<file path="src/shared/pcie_tag_pkg.sv">
// package: tag codes, client set and timing constants of the request tag and error handler
// Functional notes
// - receive data write tag 00, first descriptor read 01, first write-back 02
// - transmit descriptor read/write-back tags 04/05 first queue, 06/07 second queue
// - transmit data reads use tags 08 to 0b, four concurrent fetches
// - second receive queue descriptor read tag 0c, write-back tag 0e
// - management client reads use tag 10, writes use tag 11
// - start a completion timer when a read request leaves the block
// - timer fires no earlier than 10 ms and no later than 50 ms
// - on timeout report non-fatal error and send the read again
// - split read finished only after its last completion; early data may be dropped
// - completions in any order are released to the core in request order
// - receiver and bad tlp errors raise correctable, nak and drop; bad dllps dropped
// - flow-control init violation by the partner is reported fatal
// - poisoned tlp is non-fatal with header log; poisoned completion blocks its client
// - unsupported request answered with unsupported-request completion, non-fatal
// - flash write while write-enable field is 10b gets completer abort, non-fatal, logged
// - completion with unknown tag or id is discarded, non-fatal, logged
// - tlp beyond advertised credits is reported fatal
// - malformed tlp is fatal, logged, dropped and its credits released
// - unsuccessful completion reports no error but releases its credits
// - receiver error suppresses link and transaction errors of that packet
// - link layer error suppresses transaction errors of that packet
// - after an unsuccessful completion the read is requested again
package pcie_tag_pkg;
	localparam int CLK_HZ = 100_000_000;
	localparam int CPL_TO_MIN_MS = 10;
	localparam int CPL_TO_MAX_MS = 50;
	localparam int CPL_TO_CYCLES = CPL_TO_MIN_MS * (CLK_HZ / 1000);
	localparam int NUM_CLIENTS = 17;
	localparam int HDR_W = 128;
	localparam logic [1:0] FWE_WRITES_OFF = 2'h2;
	localparam logic [2:0] CPL_ST_UR = 3'h1;
	localparam logic [2:0] CPL_ST_CA = 3'h4;
	localparam logic [4:0] PTR_LAST = 5'h10;
	typedef enum logic [4:0] {
		CL_RX_DATA, CL_RX_DRD0, CL_RX_DWB0, CL_TX_DRD0, CL_TX_DWB0, CL_TX_DRD1, CL_TX_DWB1,
		CL_TX_DAT0, CL_TX_DAT1, CL_TX_DAT2, CL_TX_DAT3, CL_RX_DRD1, CL_RX_DWB1,
		CL_MGMT_RD, CL_MGMT_WR
	} client_t;

	// tag code of each client
	function automatic logic [7:0] client_tag(input logic [4:0] c);
		logic [7:0] t;
		t = 8'h00;
		case (c)
			5'h01: t = 8'h01;
			5'h02: t = 8'h02;
			5'h03: t = 8'h04;
			5'h04: t = 8'h05;
			5'h05: t = 8'h06;
			5'h06: t = 8'h07;
			5'h07: t = 8'h08;
			5'h08: t = 8'h09;
			5'h09: t = 8'h0a;
			5'h0a: t = 8'h0b;
			5'h0b: t = 8'h0c;
			5'h0c: t = 8'h0e;
			5'h0d: t = 8'h10;
			5'h0e: t = 8'h11;
			default: t = 8'h00;
		endcase
		return t;
	endfunction : client_tag

	// clients whose requests expect completions
	function automatic logic client_reads(input logic [4:0] c);
		return c == 5'h01 || c == 5'h03 || c == 5'h05 || (c >= 5'h07 && c <= 5'h0b) || c == 5'h0d;
	endfunction : client_reads
endpackage : pcie_tag_pkg

</file>
<file path="src/shared/ctimer_if.sv">
// interface: control and expiry of one completion timer
`timescale 1ns/1ps
interface ctimer_if;
	logic start;
	logic stop;
	logic expired;
	modport ctl (output start, output stop, input expired);
	modport tmr (input start, input stop, output expired);
endinterface : ctimer_if

</file>
<file path="src/hw/completion_timer.sv">
// module: one completion timeout counter
`timescale 1ns/1ps
module completion_timer #(
	parameter int unsigned LIMIT = pcie_tag_pkg::CPL_TO_CYCLES
) (
	input wire logic clk_sys,
	input wire logic srst,
	ctimer_if.tmr tif
);
	logic [31:0] cnt_reg;
	logic [31:0] cnt_next;
	logic run_reg;
	logic run_next;
	logic at_limit;

	// expiry after exactly limit cycles from the start
	assign at_limit = run_reg && (cnt_reg == 32'(LIMIT - 1));
	assign tif.expired = at_limit && !tif.start && !tif.stop;

	// restart wins over stop, stop over counting
	always_comb begin
		run_next = run_reg;
		cnt_next = cnt_reg;
		if (tif.start) begin
			run_next = 1'b1;
			cnt_next = 32'h0;
		end else if (tif.stop || at_limit) begin
			run_next = 1'b0;
		end else if (run_reg) begin
			cnt_next = cnt_reg + 32'h1;
		end
	end

	// counter state
	always_ff @(posedge clk_sys) begin
		if (srst) begin
			run_reg <= 1'b0;
			cnt_reg <= 32'h0;
		end else begin
			run_reg <= run_next;
			cnt_reg <= cnt_next;
		end
	end

	tmr_start_a: assert property (@(posedge clk_sys) disable iff (srst)
		tif.start |=> run_reg && cnt_reg == 32'h0) else $error("timer did not restart");
	tmr_once_a: assert property (@(posedge clk_sys) disable iff (srst)
		tif.expired |=> !run_reg && !tif.expired) else $error("timer fired twice");
endmodule : completion_timer

</file>
<file path="src/hw/pcie_request_tag_and_error_handler.sv">
// module: request tagging, completion timeout, in-order release and receive error handling
`timescale 1ns/1ps
module pcie_request_tag_and_error_handler #(
	parameter int unsigned CPL_TO_CYCLES = pcie_tag_pkg::CPL_TO_CYCLES,
	parameter int HDR_W = pcie_tag_pkg::HDR_W
) (
	input wire logic clk_sys,
	input wire logic srst,
	input wire logic req_valid,
	input wire pcie_tag_pkg::client_t req_client,
	output logic req_ready,
	output logic tx_valid,
	output logic [7:0] tx_tag,
	output logic tx_retry,
	input wire logic rx_valid,
	input wire logic [HDR_W-1:0] rx_hdr,
	input wire logic rx_phy_err,
	input wire logic rx_dl_err,
	input wire logic rx_overflow,
	input wire logic rx_malformed,
	input wire logic rx_poisoned,
	input wire logic rx_unsupported,
	input wire logic rx_flash_wr,
	input wire logic rx_is_cpl,
	input wire logic rx_cpl_ok,
	input wire logic rx_cpl_last,
	input wire logic [7:0] rx_tag,
	input wire logic rx_id_match,
	input wire logic [1:0] flash_write_enable_field,
	input wire logic dllp_valid,
	input wire logic dllp_phy_err,
	input wire logic dllp_bad,
	input wire logic fc_init_violation,
	output logic deliver_valid,
	output logic [7:0] deliver_tag,
	output logic err_corr,
	output logic err_nonfatal,
	output logic err_fatal,
	output logic hdr_log_valid,
	output logic [HDR_W-1:0] hdr_log,
	output logic nak,
	output logic tlp_drop,
	output logic dllp_drop,
	output logic fc_release,
	output logic cpl_gen_valid,
	output logic [2:0] cpl_gen_status,
	output logic [pcie_tag_pkg::NUM_CLIENTS-1:0] client_blocked
);
	localparam int N = pcie_tag_pkg::NUM_CLIENTS;

	logic [N-1:0] pend_reg, pend_next;
	logic [N-1:0] done_reg, done_next;
	logic [N-1:0] retry_reg, retry_next;
	logic [N-1:0] block_reg, block_next;
	logic [4:0] oq_reg [N];
	logic [4:0] wr_ptr_reg, rd_ptr_reg;
	logic [5:0] oq_cnt_reg;
	logic tx_valid_reg, tx_retry_reg;
	logic [7:0] tx_tag_reg;
	logic deliver_valid_reg;
	logic [7:0] deliver_tag_reg;
	logic err_corr_reg, err_nonfatal_reg, err_fatal_reg;
	logic hdr_log_valid_reg, nak_reg, tlp_drop_reg, dllp_drop_reg, fc_release_reg;
	logic [HDR_W-1:0] hdr_log_reg;
	logic cpl_gen_valid_reg;
	logic [2:0] cpl_gen_status_reg;

	logic [N-1:0] expire, tmr_start, tmr_stop, tag_hit, issue_vec, clr_retry;
	logic [N-1:0] set_done, set_block, set_retry, pop_vec;
	logic [4:0] retry_sel, issue_client, head;
	logic retry_any, new_ok, issue, issue_reads, pop, head_done, head_block;
	logic tl_ok, dl_err, cpl_known, cpl_unexp, cpl_bad, cpl_good, cpl_poison, any_expire;
	logic ev_fatal, ev_nonfatal, ev_corr, ev_log, ev_ur, ev_ca, ev_fc_free, ev_drop;
	logic [4:0] hit_client;

	// lowest pending retry that may still be sent
	always_comb begin
		retry_sel = 5'h0;
		retry_any = 1'b0;
		for (int i = N - 1; i >= 0; i--) begin
			if (retry_reg[i] && !block_reg[i]) begin
				retry_sel = 5'(i);
				retry_any = 1'b1;
			end
		end
	end

	// retries come first; a read client holds one request at a time
	assign new_ok = !block_reg[req_client] && !(pcie_tag_pkg::client_reads(req_client) && pend_reg[req_client]);
	assign req_ready = !retry_any && new_ok && !srst;
	assign issue = retry_any || (req_valid && req_ready);
	assign issue_client = retry_any ? retry_sel : req_client;
	assign issue_reads = pcie_tag_pkg::client_reads(issue_client);

	// completion tag lookup; the completer echoes the request tag
	always_comb begin
		hit_client = 5'h0;
		for (int i = 0; i < N; i++) begin
			if (tag_hit[i]) begin
				hit_client = 5'(i);
			end
		end
	end

	// layered classification of a received packet
	assign dl_err = !rx_phy_err && rx_dl_err;
	assign tl_ok = rx_valid && !rx_phy_err && !rx_dl_err;
	assign cpl_known = |tag_hit && pend_reg[hit_client] && !done_reg[hit_client] && rx_id_match;
	assign cpl_poison = tl_ok && !rx_overflow && !rx_malformed && rx_poisoned;
	assign cpl_unexp = tl_ok && !rx_overflow && !rx_malformed && !rx_poisoned && rx_is_cpl && !cpl_known;
	assign cpl_bad = tl_ok && !rx_overflow && !rx_malformed && !rx_poisoned && rx_is_cpl && cpl_known && !rx_cpl_ok;
	assign cpl_good = tl_ok && !rx_overflow && !rx_malformed && !rx_poisoned && rx_is_cpl && cpl_known && rx_cpl_ok;
	assign ev_ur = tl_ok && !rx_overflow && !rx_malformed && !rx_poisoned && !rx_is_cpl && rx_unsupported;
	assign ev_ca = tl_ok && !rx_overflow && !rx_malformed && !rx_poisoned && !rx_is_cpl && !rx_unsupported
		&& rx_flash_wr && flash_write_enable_field == pcie_tag_pkg::FWE_WRITES_OFF;
	assign any_expire = |expire;

	// error message selection
	assign ev_corr = (rx_valid && (rx_phy_err || dl_err)) || (dllp_valid && (dllp_phy_err || dllp_bad));
	assign ev_fatal = fc_init_violation || (tl_ok && (rx_overflow || rx_malformed));
	assign ev_nonfatal = any_expire || cpl_poison || cpl_unexp || ev_ur || ev_ca;
	assign ev_log = (tl_ok && !rx_overflow && rx_malformed) || cpl_poison || cpl_unexp || ev_ca;
	assign ev_fc_free = (tl_ok && !rx_overflow && rx_malformed) || cpl_bad;
	assign ev_drop = (rx_valid && (rx_phy_err || rx_dl_err)) || ev_fc_free || cpl_poison || cpl_unexp;

	// in-order release of finished reads
	assign head = oq_reg[rd_ptr_reg];
	assign head_done = done_reg[head];
	assign head_block = block_reg[head];
	assign pop = oq_cnt_reg != 6'h0 && (head_done || head_block);

	// per-client events
	genvar g;
	generate
		for (g = 0; g < N; g++) begin : g_client
			assign tag_hit[g] = pcie_tag_pkg::client_reads(5'(g)) && rx_tag == pcie_tag_pkg::client_tag(5'(g));
			assign issue_vec[g] = issue && issue_client == 5'(g);
			assign clr_retry[g] = issue_vec[g] && retry_any;
			assign set_done[g] = cpl_good && rx_cpl_last && hit_client == 5'(g);
			assign set_block[g] = cpl_poison && rx_is_cpl && cpl_known && hit_client == 5'(g);
			assign set_retry[g] = expire[g] || (cpl_bad && hit_client == 5'(g));
			assign pop_vec[g] = pop && head == 5'(g);
			assign tmr_start[g] = issue_vec[g] && issue_reads;
			assign tmr_stop[g] = set_done[g] || set_block[g] || cpl_bad && hit_client == 5'(g);
			if (pcie_tag_pkg::client_reads(5'(g))) begin : g_tmr
				ctimer_if tif();
				assign tif.start = tmr_start[g];
				assign tif.stop = tmr_stop[g];
				assign expire[g] = tif.expired;
				completion_timer #(.LIMIT(CPL_TO_CYCLES)) u_tmr (
					.clk_sys(clk_sys),
					.srst(srst),
					.tif(tif)
				);
			end else begin : g_no_tmr
				assign expire[g] = 1'b0;
			end
		end
	endgenerate

	// tracking next state; hardware set beats clear
	assign pend_next = (pend_reg & ~pop_vec) | tmr_start;
	assign done_next = (done_reg & ~pop_vec & ~tmr_start) | set_done;
	assign retry_next = (retry_reg & ~clr_retry & ~pop_vec) | set_retry;
	assign block_next = block_reg | set_block;

	// tracking state
	always_ff @(posedge clk_sys) begin
		if (srst) begin
			pend_reg <= '0;
			done_reg <= '0;
			retry_reg <= '0;
			block_reg <= '0;
		end else begin
			pend_reg <= pend_next;
			done_reg <= done_next;
			retry_reg <= retry_next;
			block_reg <= block_next;
		end
	end

	// request order queue
	always_ff @(posedge clk_sys) begin
		if (srst) begin
			wr_ptr_reg <= 5'h0;
			rd_ptr_reg <= 5'h0;
			oq_cnt_reg <= 6'h0;
		end else begin
			if (issue && issue_reads && !retry_any) begin
				oq_reg[wr_ptr_reg] <= issue_client;
				wr_ptr_reg <= (wr_ptr_reg == pcie_tag_pkg::PTR_LAST) ? 5'h0 : wr_ptr_reg + 5'h1;
			end
			if (pop) begin
				rd_ptr_reg <= (rd_ptr_reg == pcie_tag_pkg::PTR_LAST) ? 5'h0 : rd_ptr_reg + 5'h1;
			end
			oq_cnt_reg <= oq_cnt_reg + 6'(issue && issue_reads && !retry_any) - 6'(pop);
		end
	end

	// outgoing request and release strobes
	always_ff @(posedge clk_sys) begin
		if (srst) begin
			tx_valid_reg <= 1'b0;
			tx_retry_reg <= 1'b0;
			tx_tag_reg <= 8'h00;
			deliver_valid_reg <= 1'b0;
			deliver_tag_reg <= 8'h00;
		end else begin
			tx_valid_reg <= issue;
			tx_retry_reg <= retry_any;
			tx_tag_reg <= pcie_tag_pkg::client_tag(issue_client);
			deliver_valid_reg <= pop && head_done && !head_block;
			deliver_tag_reg <= pcie_tag_pkg::client_tag(head);
		end
	end

	// error reporting and receive actions
	always_ff @(posedge clk_sys) begin
		if (srst) begin
			err_corr_reg <= 1'b0;
			err_nonfatal_reg <= 1'b0;
			err_fatal_reg <= 1'b0;
			hdr_log_valid_reg <= 1'b0;
			hdr_log_reg <= '0;
			nak_reg <= 1'b0;
			tlp_drop_reg <= 1'b0;
			dllp_drop_reg <= 1'b0;
			fc_release_reg <= 1'b0;
			cpl_gen_valid_reg <= 1'b0;
			cpl_gen_status_reg <= 3'h0;
		end else begin
			err_corr_reg <= ev_corr;
			err_nonfatal_reg <= ev_nonfatal;
			err_fatal_reg <= ev_fatal;
			hdr_log_valid_reg <= ev_log;
			if (ev_log) begin
				hdr_log_reg <= rx_hdr;
			end
			nak_reg <= rx_valid && (rx_phy_err || rx_dl_err);
			tlp_drop_reg <= ev_drop;
			dllp_drop_reg <= dllp_valid && (dllp_phy_err || dllp_bad);
			fc_release_reg <= ev_fc_free;
			cpl_gen_valid_reg <= ev_ur || ev_ca;
			cpl_gen_status_reg <= ev_ur ? pcie_tag_pkg::CPL_ST_UR : pcie_tag_pkg::CPL_ST_CA;
		end
	end

	// output drive
	assign tx_valid = tx_valid_reg;
	assign tx_tag = tx_tag_reg;
	assign tx_retry = tx_retry_reg;
	assign deliver_valid = deliver_valid_reg;
	assign deliver_tag = deliver_tag_reg;
	assign err_corr = err_corr_reg;
	assign err_nonfatal = err_nonfatal_reg;
	assign err_fatal = err_fatal_reg;
	assign hdr_log_valid = hdr_log_valid_reg;
	assign hdr_log = hdr_log_reg;
	assign nak = nak_reg;
	assign tlp_drop = tlp_drop_reg;
	assign dllp_drop = dllp_drop_reg;
	assign fc_release = fc_release_reg;
	assign cpl_gen_valid = cpl_gen_valid_reg;
	assign cpl_gen_status = cpl_gen_status_reg;
	assign client_blocked = block_reg;

	// checks
	tag_legal_a: assert property (@(posedge clk_sys) disable iff (srst)
		tx_valid |-> tx_tag inside {[8'h00:8'h02], [8'h04:8'h0c], 8'h0e, 8'h10, 8'h11})
		else $error("illegal tag sent");
	tag_map_a: assert property (@(posedge clk_sys) disable iff (srst)
		req_valid && req_ready |=> tx_valid && !tx_retry && tx_tag == pcie_tag_pkg::client_tag($past(req_client)))
		else $error("request tag does not match its client");
	read_pend_a: assert property (@(posedge clk_sys) disable iff (srst)
		issue && issue_reads |=> pend_reg[$past(issue_client)]) else $error("read not tracked");
	timeout_rep_a: assert property (@(posedge clk_sys) disable iff (srst)
		any_expire |=> err_nonfatal ##[1:N] (tx_valid && tx_retry)) else $error("timeout not reported or retried");
	unexp_cpl_a: assert property (@(posedge clk_sys) disable iff (srst)
		cpl_unexp |=> err_nonfatal && hdr_log_valid && tlp_drop && !deliver_valid)
		else $error("unexpected completion kept");
	malformed_a: assert property (@(posedge clk_sys) disable iff (srst)
		tl_ok && !rx_overflow && rx_malformed |=> err_fatal && tlp_drop && fc_release && hdr_log_valid && !cpl_gen_valid)
		else $error("malformed tlp not handled");
	bad_cpl_a: assert property (@(posedge clk_sys) disable iff (srst)
		cpl_bad && !any_expire |=> fc_release && !err_nonfatal && !err_fatal) else $error("unsuccessful completion misreported");
	phy_supp_a: assert property (@(posedge clk_sys) disable iff (srst)
		rx_valid && rx_phy_err |=> err_corr && nak && !hdr_log_valid && !cpl_gen_valid)
		else $error("receiver error not isolated");
	poison_blk_a: assert property (@(posedge clk_sys) disable iff (srst)
		|set_block |=> err_nonfatal && hdr_log_valid && tlp_drop && (block_reg & $past(set_block)) == $past(set_block))
		else $error("poisoned completion not blocked");
	blk_issue_a: assert property (@(posedge clk_sys) disable iff (srst)
		issue |-> !block_reg[issue_client]) else $error("blocked client issued a request");
	flash_ca_a: assert property (@(posedge clk_sys) disable iff (srst)
		ev_ca |=> cpl_gen_valid && cpl_gen_status == pcie_tag_pkg::CPL_ST_CA && hdr_log_valid)
		else $error("completer abort missing");
	order_cnt_a: assert property (@(posedge clk_sys) disable iff (srst)
		deliver_valid |-> $past(oq_cnt_reg) != 6'h0) else $error("release without outstanding read");
	retry_cov_c: cover property (@(posedge clk_sys) disable iff (srst) any_expire ##[1:4] tx_retry);
	order_cov_c: cover property (@(posedge clk_sys) disable iff (srst) cpl_good ##[1:20] deliver_valid);
	block_cov_c: cover property (@(posedge clk_sys) disable iff (srst) |set_block);
endmodule : pcie_request_tag_and_error_handler

</file>
<file path="config.mk">
export PLATFORM = sky130hd
export DESIGN_NAME = pcie_request_tag_and_error_handler
export DESIGN_NICKNAME = d
export VERILOG_FILES = /design/src/shared/pcie_tag_pkg.sv /design/src/shared/ctimer_if.sv /design/src/hw/completion_timer.sv /design/src/hw/pcie_request_tag_and_error_handler.sv
export SDC_FILE = /design/constraint.sdc
export NUM_CORES = 1
export LEC_CHECK = 0
export ABC_AREA = 1
export BUFFER_PORTS_ARGS = -buffer_cell sky130_fd_sc_hd__buf_2
export CAP_MARGIN = 25
export CORE_ASPECT_RATIO = 1.75
export CORE_MARGIN = 1
export CORE_UTILIZATION = 50
export DETAILED_ROUTE_END_ITERATION = 8
export HOLD_SLACK_MARGIN = 0.15
export PLACE_DENSITY = 0.69
export SYNTH_ARGS = -nofsm -noshare
export SYNTH_HDL_FRONTEND = slang
export SYNTH_SLANG_ARGS = --single-unit
</file>
<file path="constraint.sdc">
create_clock -name clk_sys -period 4.62 [get_ports clk_sys]
set_clock_uncertainty 0.05 [all_clocks]
set_input_delay 1.155 -clock clk_sys [delete_from_list [all_inputs] [get_ports clk_sys]]
set_output_delay 1.155 -clock clk_sys [all_outputs]
set_load 0.03 [all_outputs]
</file>
==> results.md <==
- Status: complete, no violations
- DRT iter0 DRCs: 1760
- PwrDens: 349 nW/um^2
- Syn Inst Count: 4373
- Most frequent cells in the layout: nand2_1 (868), nor2_1 (735), dfxtp_1 (532), inv_1 (392), buf_2 (329)
- Main synth FF type: dfxtp_1
- RSZ-0062 raised after global routing: false
- Post-synth EDFFs: 85
- Async set-reset flop share out of synthesis: 0%
- Final WS setup: 0.293 ns
- Worst slew pin tran: 0.927 ns
- Setup WS pre-CTS: 0.0363 ns
- Root buf cell: clkbuf_16
- ANT nets after route: 0
- Max Cap Violations: 0
- # setup viols final: 0
- Delay-heaviest family, CP: buffers and inverters
- Post-cts sizing count: 0
- Final hold viol count: 0
- Initial Utilization: 50.8%
- Crit Path Class: in -> out
- Wirelength, routed: 98100 um
- Seq cells post-synth: 621
- Number of flip-flops in the largest register: 288
- Drt wl/cell: 17.8 um
- Chip Height: 332 um
- CP max-delay cell: o311ai_0
- # IOs: 339
- Clock Path Buffers: 3
- Synth Warn #: 0
- Slew headroom: 37.8%
- IO Port Bufs: 330
- CP most frequent cell: nand2_1
- Maximum vdd drop: 0.334 mV
- Global-route wire length before repair: 154000 um
- Vias in the first global route: 29400
- Met2 usage: 55.6%
- Utilization after layout: 58.0%
- Die X-Extent: 191 um
- Syn Area/Cell: 7.13 sq um
- Met1 usage: 32.0%
- Final min period: 4.33 ns
- Initial antenna violation count: 4
- Leakage: 13.5 nW
- Core area: 61400 sq um
- Crit path cell chain: buf_2 -> inv_1 -> o311ai_0 -> nand3_1 -> nand3_1 -> nand2_1 -> nand2_1 -> nand2_1 -> inv_1 -> buf_2
- Multi-input logic area: 15500 sq um
- Worst EP required: 3.41 ns
- Largest net degree at the start of global routing: 129
- Filler cell count: 6056
- Setup bufs post-CTS: 0
- Crit-path max FO: 17
- Pre-Repair DR Iteration Count: 6
- Commonest non-fill, non-tap cell in the layout: nand2_1
- Layout net count: 4877
- Fmax: 231 MHz
- Critical path data arrival time: 3.12 ns
- Max-slew violation count: 0
- Dpl hpwl: 74500 um
- Netlist cell types: 62
- Clk sink count: 621
- Rows: 120
- Share of cells above drive strength 1: 12.9%
- Worst min path class: reg -> reg
- CTS tree: yes
- Die area: 63400 sq um
- Vias per cell: 5.49
- Mapped Area: 31200 sq um
- GRT busiest layer: met2
- Vias: 30300
- CTS Hold Buffers Added: 0
- Routability-driven placement congestion ratio: 1.03
- Area grow syn2layout: 14.2%
- Tcrit/Tclk final: 93.7%
- Clock Latency Late Sink: 0.64 ns
- Sequential area share after synthesis: 42.6%
- Worst Setup Start Kind: input pin
- GRT Util Overall: 30.6%
- Congestion Overflow GR: 0
- Bufs and invs on worst path: 4
- M3 GR Usage: 5.21%
- Drt drc: 0
- Register area: 13300 sq um
- CP max stage delay: 0.60 ns
- TritonCTS Buffers: 57
- H-tree depth: 2
- Clock Pin Slew Worst Setup and Hold Paths: 0.06 ns
- Setup crit end kind: output port
==> layer usage <==
metal / wire (um) / share of wire (%) / up-vias
met1: 35700 / 36 / 14000
met5: 29 / 0.030 / -
met3: 5450 / 5.6 / 307
met2: 50200 / 51 / 949
li1: - / - / 15100
met4: 6760 / 6.9 / 4
==> layout make-up <==
cell class	instances	area share (%)
antenna	3	0.0211
clock buffer	88	4.82
clock inverter	16	0.604
inverter	424	4.52
multi-input combinational	3176	43.6
sequential	621	37.3
tap	793	2.78
timing repair buffer	402	6.41
==> synth_stat cells, drive strengths merged (85+ instances only) <==
cell / count / share of area, %
nand2: 899 / 11
nor2: 752 / 9.4
dfxtp: 536 / 34
inv: 420 / 5.1
a21oi: 316 / 5.1
nor3: 262 / 4.5
o21ai: 255 / 4.2
nand3: 193 / 3.2
nand4: 112 / 2.2
buf: 93 / 1.9
nor4: 90 / 1.8
edfxtp: 85 / 8.2
==> power by group <==
| group | internal (mW) | switching [mW] |
|---|---|---|
| Sequential | 5.57 | 0.0579 |
| Combinational | 0.566 | 1.30 |
| Clock | 2.83 | 2.12 |
==> cells by family (layout without fill, tap and decap cells) <==
group / Yosys count / count (layout) / share of synthesized area, %
AND/OR/NAND/NOR: 2388 / 2388 / 34.2
buffers and inverters: 583 / 930 / 7.83
flip-flops: 621 / 621 / 42.6
XOR/XNOR: 108 / 108 / 3.03
adder cells (fa/ha/maj): 33 / 33 / 1.35
other: 1 / 11 / 0.0120
AO/OA/AOI/OAI: 639 / 639 / 11.0
==> path summary, 6_finish.rpt <==
kind	startpoint	endpoint	slack, ns	depth (start not counted)
worst max-delay path	req_client[0]	req_ready	0.29	10
worst min-delay path	done_reg[16]$_SDFF_PP0_	done_reg[16]$_SDFF_PP0_	0.40	2
worst max register to register	client_blocked[9]$_SDFF_PP0_	oq_cnt_reg[4]$_SDFF_PP0_	0.38	30
worst min register to register	done_reg[16]$_SDFF_PP0_	done_reg[16]$_SDFF_PP0_	0.40	2
==> per-stage QoR <==
step	TNS, ns	hold slack, ns	cells	area (sq um)	total power, mW
4_1_cts	0	0.404	5520	35600	12.5
3_5_place_dp	0	0.394	5416	33700	7.59
3_3_place_gp	-0.0319	0.384	5416	33700	7.59
5_1_grt	0	0.431	5522	35600	12.9
6_report	0	0.403	5523	35600	12.5
2_1_floorplan	0	0.375	4380	31200	6.97
==> worst reg2reg max path: cells and delay by family (launching register included) <==
kind / cells / cell delay (ns)
buffers and inverters: 7 / 0.56
AND/OR/NAND/NOR: 16 / 1.59
adder cells (fa/ha/maj): 4 / 1.09
flip-flops: 1 / 0.39
AO/OA/AOI/OAI: 3 / 0.49
(Power assumes the default switching activity.)
